## src/common/wake_ctrl_pkg.sv

```systemverilog
// Offsets, field positions, reset values and counts for the wake source
// control registers. Assumes a 7-bit register address from the host port.
package wake_ctrl_pkg;

    // ==========================================================
    // Register map
    localparam int ADDR_W = 7;
    localparam logic [6:0] OFF_CAN_MODE = 7'h04;
    localparam logic [6:0] OFF_INT_WAKE = 7'h06;
    localparam logic [6:0] OFF_EXT_WAKE = 7'h07;

    // ==========================================================
    // Reset values
    localparam logic [7:0] RST_CAN_MODE = 8'h00;
    localparam logic [7:0] RST_INT_WAKE = 8'h00;
    localparam logic [7:0] RST_EXT_WAKE = 8'h01;
    localparam logic [2:0] DEV_CAN_MODE = 3'h3;

    // ==========================================================
    // Field positions
    localparam int BIT_SELECTIVE_WAKE = 2;
    localparam int BIT_TIMER_WAKE = 6;
    localparam int BIT_STOP_WD_OFF1 = 2;
    localparam int BIT_INT_GLOBAL = 7;
    localparam int BIT_SENSE_SEL = 5;
    localparam int BIT_HV_WAKE_EN = 0;

    // ==========================================================
    // Counts
    localparam logic [1:0] STRAP_SETTLE = 2'h3;
    localparam logic [3:0] INT_LOW_CYCLES = 4'h4;

    typedef enum logic [1:0] {
        CAN_OFF = 2'b00,
        CAN_WAKE = 2'b01,
        CAN_RX_ONLY = 2'b10,
        CAN_NORMAL = 2'b11
    } can_mode_t;

endpackage : wake_ctrl_pkg

```

## src/rtl/can_mode_decode.sv

```systemverilog
// Decodes the three-bit transceiver mode field into registered controls.
// Assumes the field comes from a register on the same clock.
`timescale 1ns/1ps
module can_mode_decode (
    input wire logic clk,
    input wire logic sys_rst,
    input wire logic [2:0] mode_field,
    output logic can_off,
    output logic can_wake_capable,
    output logic can_rx_only,
    output logic can_normal,
    output logic selective_wake
);
    import wake_ctrl_pkg::*;

    // ==========================================================
    // Decode
    wire can_mode_t low_mode = can_mode_t'(mode_field[1:0]);
    wire off_next = (low_mode == CAN_OFF);
    // Code 100 is off as well, so no selective wake there
    wire swk_next = mode_field[BIT_SELECTIVE_WAKE] && !off_next;

    always_ff @(posedge clk) begin
        if (sys_rst) begin
            can_off <= 1'b1;
            can_wake_capable <= 1'b0;
            can_rx_only <= 1'b0;
            can_normal <= 1'b0;
            selective_wake <= 1'b0;
        end else begin
            can_off <= off_next;
            can_wake_capable <= (low_mode == CAN_WAKE);
            can_rx_only <= (low_mode == CAN_RX_ONLY);
            can_normal <= (low_mode == CAN_NORMAL);
            selective_wake <= swk_next;
        end
    end
endmodule : can_mode_decode

```

## src/rtl/interrupt_gen.sv

```systemverilog
// Drives the active-low interrupt output from wake and status events.
// Assumes one-cycle event pulses on the same clock.
`timescale 1ns/1ps
module interrupt_gen (
    input wire logic clk,
    input wire logic sys_rst,
    input wire logic wake_event,
    input wire logic status_event,
    input wire logic int_global,
    output logic interrupt_out_n
);
    import wake_ctrl_pkg::*;

    // ==========================================================
    // Source select and pulse stretch
    wire int_trigger = wake_event || (int_global && status_event);
    logic [3:0] low_cnt_reg;
    logic [3:0] low_cnt_next;

    // Retrigger restarts the low time rather than being lost
    assign low_cnt_next = int_trigger ? INT_LOW_CYCLES :
                          (low_cnt_reg != 4'h0) ? low_cnt_reg - 4'h1 : 4'h0;

    always_ff @(posedge clk) begin
        if (sys_rst) begin
            low_cnt_reg <= 4'h0;
            interrupt_out_n <= 1'b1;
        end else begin
            low_cnt_reg <= low_cnt_next;
            interrupt_out_n <= (low_cnt_next == 4'h0);
        end
    end
endmodule : interrupt_gen

```

## src/rtl/can_wake_source_control_regs.sv

```systemverilog
// Transceiver mode and wake source control registers with their
// hardware updates on sleep, stop, fail-safe, restart and soft reset.
// Assumes the serial host port delivers decoded one-cycle write and read
// requests, and mode transition events arrive as same-clock pulses.
`timescale 1ns/1ps
module can_wake_source_control_regs (
    input wire logic clk,
    input wire logic sys_rst,
    input wire logic wr_en,
    input wire logic [wake_ctrl_pkg::ADDR_W-1:0] wr_addr,
    input wire logic [7:0] wr_data,
    input wire logic rd_en,
    input wire logic [wake_ctrl_pkg::ADDR_W-1:0] rd_addr,
    input wire logic soft_reset,
    input wire logic sleep_entry,
    input wire logic stop_entry,
    input wire logic stop_to_normal,
    input wire logic failsafe_entry,
    input wire logic restart_entry,
    input wire logic [1:0] restart_can_mode,
    input wire logic system_error_flag,
    input wire logic fail_signal_output,
    input wire logic normal_mode,
    input wire logic timer_wake_event,
    input wire logic can_wake_event,
    input wire logic status_event,
    input wire logic dev_mode_strap,
    input wire logic hv_wake_input,
    input wire logic general_pin_in,
    output logic [7:0] rd_data,
    output logic can_off,
    output logic can_wake_capable,
    output logic can_rx_only,
    output logic can_normal,
    output logic selective_wake,
    output logic timer_wake_enable,
    output logic stop_watchdog_off_bit1,
    output logic voltage_sense_select,
    output logic hv_input_wake_enable,
    output logic measurement_active,
    output logic hv_input_level_status,
    output logic general_pin_level_status,
    output logic hv_wake_event,
    output logic spi_fail_set,
    output logic interrupt_out_n
);
    import wake_ctrl_pkg::*;

    // ==========================================================
    // Pin synchronisers
    // Bit 0 wake input, bit 1 general pin, bit 2 development strap
    wire [2:0] pin_async = {dev_mode_strap, general_pin_in, hv_wake_input};
    logic [2:0] sync1_reg;
    logic [2:0] sync2_reg;

    genvar gi;
    generate
        for (gi = 0; gi < 3; gi++) begin : g_sync
            always_ff @(posedge clk) begin
                if (sys_rst) begin
                    sync1_reg[gi] <= 1'b0;
                    sync2_reg[gi] <= 1'b0;
                end else begin
                    sync1_reg[gi] <= pin_async[gi];
                    sync2_reg[gi] <= sync1_reg[gi];
                end
            end
        end
    endgenerate

    wire hv_sync = sync2_reg[0];
    wire gp_sync = sync2_reg[1];
    wire dev_sync = sync2_reg[2];

    // ==========================================================
    // Register state
    logic [2:0] can_reg;
    logic [2:0] can_next;
    logic timer_wake_reg;
    logic timer_wake_next;
    logic wd_off1_reg;
    logic wd_off1_next;
    logic int_global_reg;
    logic int_global_next;
    logic sense_reg;
    logic sense_next;
    logic hv_en_reg;
    logic hv_en_next;
    logic [1:0] strap_cnt_reg;
    logic hv_prev_reg;

    // ==========================================================
    // Write decode
    wire wr_can = wr_en && (wr_addr == OFF_CAN_MODE);
    wire wr_iwk = wr_en && (wr_addr == OFF_INT_WAKE);
    wire wr_ewk = wr_en && (wr_addr == OFF_EXT_WAKE);
    // Strap is only trusted once the synchroniser has settled after reset
    wire strap_apply = (strap_cnt_reg == 2'h1) && dev_sync;
    wire [2:0] soft_can = dev_sync ? DEV_CAN_MODE : RST_CAN_MODE[2:0];
    wire sense_refused = wr_ewk && wr_data[BIT_SENSE_SEL] && fail_signal_output;

    // ==========================================================
    // Transceiver mode field
    always_comb begin
        can_next = can_reg;
        if (wr_can) begin
            can_next = wr_data[2:0];
        end
        // Sleep, fail-safe and restart touch only bits 1:0; bit 2 changes only on host write, strap or soft reset
        if (sleep_entry && !system_error_flag && can_reg[1:0] == CAN_NORMAL) begin
            can_next[1:0] = CAN_WAKE;
        end
        if (sleep_entry && can_reg[1:0] == CAN_RX_ONLY) begin
            can_next[1:0] = CAN_WAKE;
        end
        // Stop entry and wake capable/off modes leave the field alone
        if (failsafe_entry) begin
            can_next[1:0] = CAN_WAKE;
        end
        if (restart_entry) begin
            can_next[1:0] = restart_can_mode;
        end
        if (strap_apply) begin
            can_next = DEV_CAN_MODE;
        end
        if (soft_reset) begin
            can_next = soft_can;
        end
    end

    // ==========================================================
    // Internal wake register
    always_comb begin
        timer_wake_next = timer_wake_reg;
        wd_off1_next = wd_off1_reg;
        if (stop_to_normal) begin
            wd_off1_next = 1'b0;
        end
        // Host write comes after the stop clear so a set in the clearing cycle wins
        if (wr_iwk) begin
            timer_wake_next = wr_data[BIT_TIMER_WAKE];
            wd_off1_next = wr_data[BIT_STOP_WD_OFF1];
        end
        if (restart_entry) begin
            wd_off1_next = 1'b0;
        end
        if (soft_reset) begin
            timer_wake_next = RST_INT_WAKE[BIT_TIMER_WAKE];
            wd_off1_next = RST_INT_WAKE[BIT_STOP_WD_OFF1];
        end
    end

    // ==========================================================
    // External wake register
    always_comb begin
        int_global_next = int_global_reg;
        sense_next = sense_reg;
        hv_en_next = hv_en_reg;
        if (wr_ewk) begin
            int_global_next = wr_data[BIT_INT_GLOBAL];
            sense_next = wr_data[BIT_SENSE_SEL] && !fail_signal_output;
            hv_en_next = wr_data[BIT_HV_WAKE_EN];
        end
        // Bits 7 and 5 are kept, the wake input re-armed
        if (failsafe_entry && !sense_reg) begin
            hv_en_next = 1'b1;
        end
        // With sensing on the enable is left as it was
        if (soft_reset) begin
            int_global_next = RST_EXT_WAKE[BIT_INT_GLOBAL];
            sense_next = RST_EXT_WAKE[BIT_SENSE_SEL];
            hv_en_next = RST_EXT_WAKE[BIT_HV_WAKE_EN];
        end
    end

    always_ff @(posedge clk) begin
        if (sys_rst) begin
            can_reg <= RST_CAN_MODE[2:0];
            timer_wake_reg <= RST_INT_WAKE[BIT_TIMER_WAKE];
            wd_off1_reg <= RST_INT_WAKE[BIT_STOP_WD_OFF1];
            int_global_reg <= RST_EXT_WAKE[BIT_INT_GLOBAL];
            sense_reg <= RST_EXT_WAKE[BIT_SENSE_SEL];
            hv_en_reg <= RST_EXT_WAKE[BIT_HV_WAKE_EN];
            strap_cnt_reg <= STRAP_SETTLE;
        end else begin
            can_reg <= can_next;
            timer_wake_reg <= timer_wake_next;
            wd_off1_reg <= wd_off1_next;
            int_global_reg <= int_global_next;
            sense_reg <= sense_next;
            hv_en_reg <= hv_en_next;
            strap_cnt_reg <= (strap_cnt_reg != 2'h0) ? strap_cnt_reg - 2'h1 : 2'h0;
        end
    end

    // ==========================================================
    // Wake input: detection or sensing
    wire hv_wake_live = hv_en_reg && !sense_reg;
    wire hv_rise = hv_sync && !hv_prev_reg;

    always_ff @(posedge clk) begin
        if (sys_rst) begin
            hv_prev_reg <= 1'b0;
            hv_input_level_status <= 1'b0;
            general_pin_level_status <= 1'b0;
            hv_wake_event <= 1'b0;
            measurement_active <= 1'b0;
            spi_fail_set <= 1'b0;
        end else begin
            hv_prev_reg <= hv_sync;
            hv_input_level_status <= hv_sync && !sense_reg;
            general_pin_level_status <= gp_sync && !sense_reg;
            hv_wake_event <= hv_rise && hv_wake_live;
            measurement_active <= sense_reg && normal_mode;
            spi_fail_set <= sense_refused;
        end
    end

    // ==========================================================
    // Read back, reserved bits as zero
    wire [7:0] can_rd = {5'h00, can_reg};
    wire [7:0] iwk_rd = {1'b0, timer_wake_reg, 3'h0, wd_off1_reg, 2'h0};
    wire [7:0] ewk_rd = {int_global_reg, 1'b0, sense_reg, 4'h0, hv_en_reg};
    wire [7:0] rd_sel = (rd_addr == OFF_CAN_MODE) ? can_rd :
                        (rd_addr == OFF_INT_WAKE) ? iwk_rd :
                        (rd_addr == OFF_EXT_WAKE) ? ewk_rd : 8'h00;

    always_ff @(posedge clk) begin
        if (sys_rst) begin
            rd_data <= 8'h00;
            timer_wake_enable <= 1'b0;
            stop_watchdog_off_bit1 <= 1'b0;
            voltage_sense_select <= 1'b0;
            hv_input_wake_enable <= 1'b0;
        end else begin
            if (rd_en) begin
                rd_data <= rd_sel;
            end
            timer_wake_enable <= timer_wake_reg;
            stop_watchdog_off_bit1 <= wd_off1_reg;
            voltage_sense_select <= sense_reg;
            hv_input_wake_enable <= hv_wake_live;
        end
    end

    // ==========================================================
    // Decode and interrupt
    can_mode_decode u_decode (
        .clk(clk),
        .sys_rst(sys_rst),
        .mode_field(can_reg),
        .can_off(can_off),
        .can_wake_capable(can_wake_capable),
        .can_rx_only(can_rx_only),
        .can_normal(can_normal),
        .selective_wake(selective_wake)
    );

    // Timer wakes only count while enabled as a wake source
    wire any_wake = hv_wake_event || can_wake_event || (timer_wake_event && timer_wake_reg);

    interrupt_gen u_int (
        .clk(clk),
        .sys_rst(sys_rst),
        .wake_event(any_wake),
        .status_event(status_event),
        .int_global(int_global_reg),
        .interrupt_out_n(interrupt_out_n)
    );

    // ==========================================================
    // Checks
    wire can_hw_quiet = !wr_can && !failsafe_entry && !restart_entry
                        && !soft_reset && !strap_apply;
endmodule : can_wake_source_control_regs

```

## config.mk

```make
export PLATFORM = sky130hd
export DESIGN_NAME = can_wake_source_control_regs
export DESIGN_NICKNAME = d
export VERILOG_FILES = /design/src/common/wake_ctrl_pkg.sv /design/src/rtl/can_mode_decode.sv /design/src/rtl/interrupt_gen.sv /design/src/rtl/can_wake_source_control_regs.sv
export SDC_FILE = /design/constraint.sdc
export NUM_CORES = 1
export LEC_CHECK = 0
export BUFFER_PORTS_ARGS = -buffer_cell sky130_fd_sc_hd__buf_2
export CAP_MARGIN = 20
export CORE_MARGIN = 4
export CORE_UTILIZATION = 25
export CTS_CLUSTER_SIZE = 16
export DETAILED_ROUTE_END_ITERATION = 6
export PLACE_DENSITY = 0.51
export SETUP_SLACK_MARGIN = 0.4
export SLEW_MARGIN = 25
export SYNTH_ARGS = -nofsm -noshare
export SYNTH_HDL_FRONTEND = slang
export SYNTH_SLANG_ARGS = --single-unit
```

## constraint.sdc

```tcl
create_clock -name clk -period 3.6 [get_ports clk]
set_clock_uncertainty 0.05 [all_clocks]
set_input_delay 0.54 -clock clk [delete_from_list [all_inputs] [get_ports clk]]
set_output_delay 0.54 -clock clk [all_outputs]
set_load 0.01 [all_outputs]
```

==> results of run 1 <==
path summary, 6_finish.rpt:
kind                                   start     endpoint  slack, ps  depth (start not counted)
worst max-delay path              wr_addr[3]  wd_off1_reg       1760                          5
worst min-delay path            sync1_reg[1]      gp_sync        390                          1
worst max register to register    can_reg[0]   can_reg[0]       1970                          4
worst min register to register  sync1_reg[1]      gp_sync        390                          1
cell usage in the layout, fill, tap and decap left out, drive strengths merged, types with 5 or more instances in the layout:
| cell | n |
|---|---|
| o21ai | 5 |
| inv | 12 |
| nor2 | 14 |
| a21oi | 7 |
| nor2b | 11 |
| nor3 | 8 |
| clkbuf | 5 |
| dfxtp | 42 |
| nand2 | 13 |
| buf | 60 |
| mux2i | 5 |
kinds of logic after synthesis:
logic type                 after synthesis  synth area share, %
AOI/OAI and AO/OA                       24                 9.98
xor gates and xnor gates                 1                0.554
adders and majority gates                2                 1.43
buffers and inverters                   17                 4.51
DFF                                     42                 53.2
muxes                                    5                 3.17
other                                    1                0.237
and+or+nand+nor                         73                 26.9
power groups by stage:
stage	combinational (mW)	sequential [mW]	clock, mW
2_1_floorplan	0.0423	0.500	0
3_3_place_gp	0.0829	0.499	0
3_5_place_dp	0.0836	0.499	0
4_1_cts	0.0840	0.488	0.371
5_1_grt	0.0925	0.490	0.395
6_report	0.0822	0.488	0.358
cell type report:
cell class	count	area, um^2
Inverter	12	45.0
Timing Repair Buffer	60	300
Clock inverter	3	40.0
Fill cell	655	3970
Multi-Input combinational cell	107	672
Clock buffer	5	68.8
Tap cell	75	93.8
Sequential cell	42	841
metrics by stage:
stage	setup slack [ps]	hold WS [ps]	util (%)	instances
after floorplan	1610	356	-	166
after global placement	1470	368	32.4	296
after detailed placement	1450	374	32.4	296
after CTS	1770	392	34.2	304
after global routing	1710	412	34.2	304
final	1760	387	34.2	304
routing by layer:
metal | wire, um | track usage [%]
met1 | 1630 | 12.7
met2 | 1720 | 16.3
met3 | 336 | 3.78
met4 | 57 | 3.77
met5 | 0 | 0
==> flow_summary.toml, run 1 <==
[drt]
firstDrtPassIters = 4
vias = 1350
drtIter0Drc = 32
drc = 0
routedWlPerCell_um = 12.3
ant_nets = 0
drt-total-wl_um = 3750
vias_per_cell = 4.44

[placed_design]
placed_cell_area_um2 = 1950
portBuffers = 60
place_congestion = 0.698
hpwl_um = 2990

[global_routing]
grt_max_degree = 25
grt_pass1_wl_um = 6000
gr-usage-all-layers_pct = 10.3
grt_overflow = 0
grt_pass1_vias = 1270
antenna_found_initial = 0

[synth]
ys.flop_type = "dfxtp_1"
ys.warnings.count = 0
syn_area_um2 = 1580
synth_top_cell_by_area = "dfxtp_1"
ys_ff_latch = 42
async_flop_share_pct = 0
synth_commonest_cells = "dfxtp_1, nor2_1, nand2_1, inv_1, nor2b_1"
synth_cell_types = 41
syn_inst = 165
syn_area_per_cell_um2 = 9.58
seq_area_frac_synth_pct = 53.2
synth_edf_count = 0
synth.most_common_cell = "dfxtp_1"
synthTopCellsByArea = "dfxtp_1, nor2b_1, nor2_1, mux2i_1, nand2_1"
synth_top_area_share_pct = 53.2

[run]
drv_cap = 0

[sta]
rsz0062_at_grt = "false"
fmax_mhz = 544
fin_tns_setup_ps = 0
min_period_ps = 1840
slew_viol_final = 0
hold_viol = 0
setup_viol = 0
min_period_over_period_pct = 51.1

[setup_path]
crit_path_max_incr_delay_ps = 580
crit_chain = "buf_2, or4b_4, or4_4, mux2i_1, nor3_1"
slowest_stage = "or4b_4"
required_ps = 3770
worst-path-max-fanout = 5
critical_path_class = "in2reg"
critPathArrivalTime_ps = 2010
crit_path_end_kind = "register"
start_kind = "input port"
worst-path-buf-inv = 1
path_delay_family = "simple AND/OR/NAND/NOR gates"

[cts]
cts_sinks = 42
ctsHoldBuffers = 0
post_cts_resized = 0
cts_setup_buffers = 0
htree_num_levels = 2
path_clk_slew_ps = 80
numCtsBuffers = 5
cts_tree = "yes"
clockRootBuffer = "clkbuf_8"
insertion_delay_ps = 290
clock_path_buffers = 2

[layout]
drive_above_1_share_pct = 32.3
antenna_cells = 0
synthToLayoutAreaGrowth_pct = 30.4
stdcell_area_um2 = 2060
fin_nets = 272
largest_reg_flops = 6

[power_and_ir_drop]
combPwrFrac_pct = 8.9
powerDensity_nw_per_um2 = 450
seqPwrFrac_pct = 52.6
leakage_nw = 0.922
switching_share_pct = 22.2
ir_drop_uv = 277
p_int_mw = 0.722
switching_power_mw = 0.206
power.total_mw = 0.928
p_clk_share_pct = 38.6

[run_status]
status = "finished clean"

[die]
ios = 66
die_h_um = 87.5
die-width_um = 87.5
num_rows = 28
core-area_um2 = 6030
dieArea_um2 = 7660
initial_core_util_pct = 26.2

[min_path]
hp-class = "reg2reg"
Note: power is estimated with default switching activity, not from simulation.
==> run 2, diff against run 1 <==
Clock period 3.6 ns to 1.9 ns, I/O delays scaled along.
==> flow_summary.toml, run 2 (synthesis results as in run 1) <==
[layout]
fin_nets = 277
nFillCells = 649
post-route-util_pct = 34.6
layout.cells.non_filler = 308
final_cell_mix = "buf_2, dfxtp_1, nor2_1"
layout_commonest_cell = "buf_2"
synthToLayoutAreaGrowth_pct = 31.8
antenna_cells = 0
largest_reg_flops = 6
drive_above_1_share_pct = 34.3

[die]
initial_core_util_pct = 26.2
num_rows = 28
dieArea_um2 = 7660
ios = 66
die-width_um = 87.5
core-area_um2 = 6030
die_h_um = 87.5

[min_path]
worstHoldPathCells = 2
hp-start = "general_pin_in"
worstHoldEndpoint = "sync1_reg[1]"
hp-class = "in2reg"

[sta]
setup_viol = 0
fin_tns_setup_ps = 0
fin_ws_ps = 306
slew_headroom_pct = 64.0
rsz0062_at_grt = "true"
hold_viol = 0
min_period_ps = 1590
min_period_over_period_pct = 83.9
fmax_mhz = 628
whs_ps = 161
slew_viol_final = 0
worst_slew_pin_slew_ps = 535

[setup_path]
start_kind = "input port"
reg2reg_depth = 4
crit_path_end_kind = "register"
reg2reg_slack_ps = 340
critical_path_class = "in2reg"
required_ps = 2020
critPathArrivalTime_ps = 1720
worst-path-max-fanout = 5
r2r-end = "can_reg[0]"
r2r_start = "can_reg[0]"

[global_routing]
grt_pass1_vias = 1265
grt_overflow = 0
antenna_found_initial = 0
grt_max_degree = 24
grt_pass1_wl_um = 6190
gr-usage-all-layers_pct = 10.8

[power_and_ir_drop]
leakage_nw = 0.932
ir_drop_uv = 324
powerDensity_nw_per_um2 = 773

[drt]
routedWlPerCell_um = 12.7
drc = 0
dr_wl_met3_um = 353
drtIter0Drc = 64
ant_nets = 0
vias_per_cell = 4.38
wl_met2_um = 1830
highest_layer = "met4"
firstDrtPassIters = 4
m1WireLength_um = 1710
drt-total-wl_um = 3910
vias = 1350

[run_status]
status = "finished clean"

[cts]
htree_num_levels = 2
cts_tree = "yes"
insertion_delay_ps = 280
clock_path_buffers = 2
cts_sinks = 42
clockRootBuffer = "clkbuf_8"
numCtsBuffers = 5
ctsHoldBuffers = 0
path_clk_slew_ps = 70

[run]
drv_cap = 0

[placed_design]
place_ws_ps = 28.4
place_congestion = 0.717
placed_cells = 298
portBuffers = 60
hpwl_um = 3090
## run 2: changes by cell type in the layout (fill, tap and decap cells not counted), moves of 2 or more
cell	change
buf_4	+5
clkbuf_1	+2
clkinv_2	-2
dfxtp_1	-2
dfxtp_2	+2
## run 2: stage by stage
| step | area, um^2 | total power, mW |
|---|---|---|
| after floorplan | 1580 | 1.03 |
| after global placement | 1970 | 1.11 |
| after detailed placement | 1970 | 1.11 |
| after CTS | 2060 | 1.64 |
| after global routing | 2080 | 1.71 |
| final | 2080 | 1.61 |
## run 2: routing by layer
metal / up-vias / GRT usage (%)
li1: 704 / -
met1: 602 / 13.3
met2: 42 / 17.1
met3: 2 / 5.49
met4: 0 / 2.51
met5: - / 0
## run 2: repair_timing
action | in CTS | in global routing
buffers inserted | 0 | 3
endpoints found under the setup margin | 4 | 7
resized for setup | 5 | 1
pin swaps | 6 | 6
## run 2: how the worst max path moves through the flow
stage,cells after the start,slack (ps),endpoint,startpoint
floorplan,4,170,wd_off1_reg,wr_addr[3]
global placement,5,30,wd_off1_reg,wr_addr[3]
detailed placement,5,30,wd_off1_reg,wr_addr[3]
CTS,4,330,can_reg[0],can_reg[0]
global route,4,270,can_reg[0],can_reg[0]
finish,6,310,can_reg[2],wr_addr[4]
## run 2: report_power, final
part	switching (mW)	internal [mW]	total, mW
registers	0.0160	0.910	0.926
logic	0.0869	0.0796	0.167
clock network	0.265	0.253	0.518
## run 2: area by class of cell
class | count | area (um^2) | area share (%)
timing repair buffer | 65 | 344 | 16.5
multi-input combinational | 107 | 681 | 32.7
clock buffer | 7 | 76.3 | 3.66
inverter | 12 | 45.0 | 2.16
sequential | 42 | 843 | 40.5
tap | 75 | 93.8 | 4.50
## run 2: critical path, stage by stage
cell and delay (ps):
buf_6 90, or4b_4 580, nor4_4 370, buf_4 170, mux2i_1 170, nor3_1 60
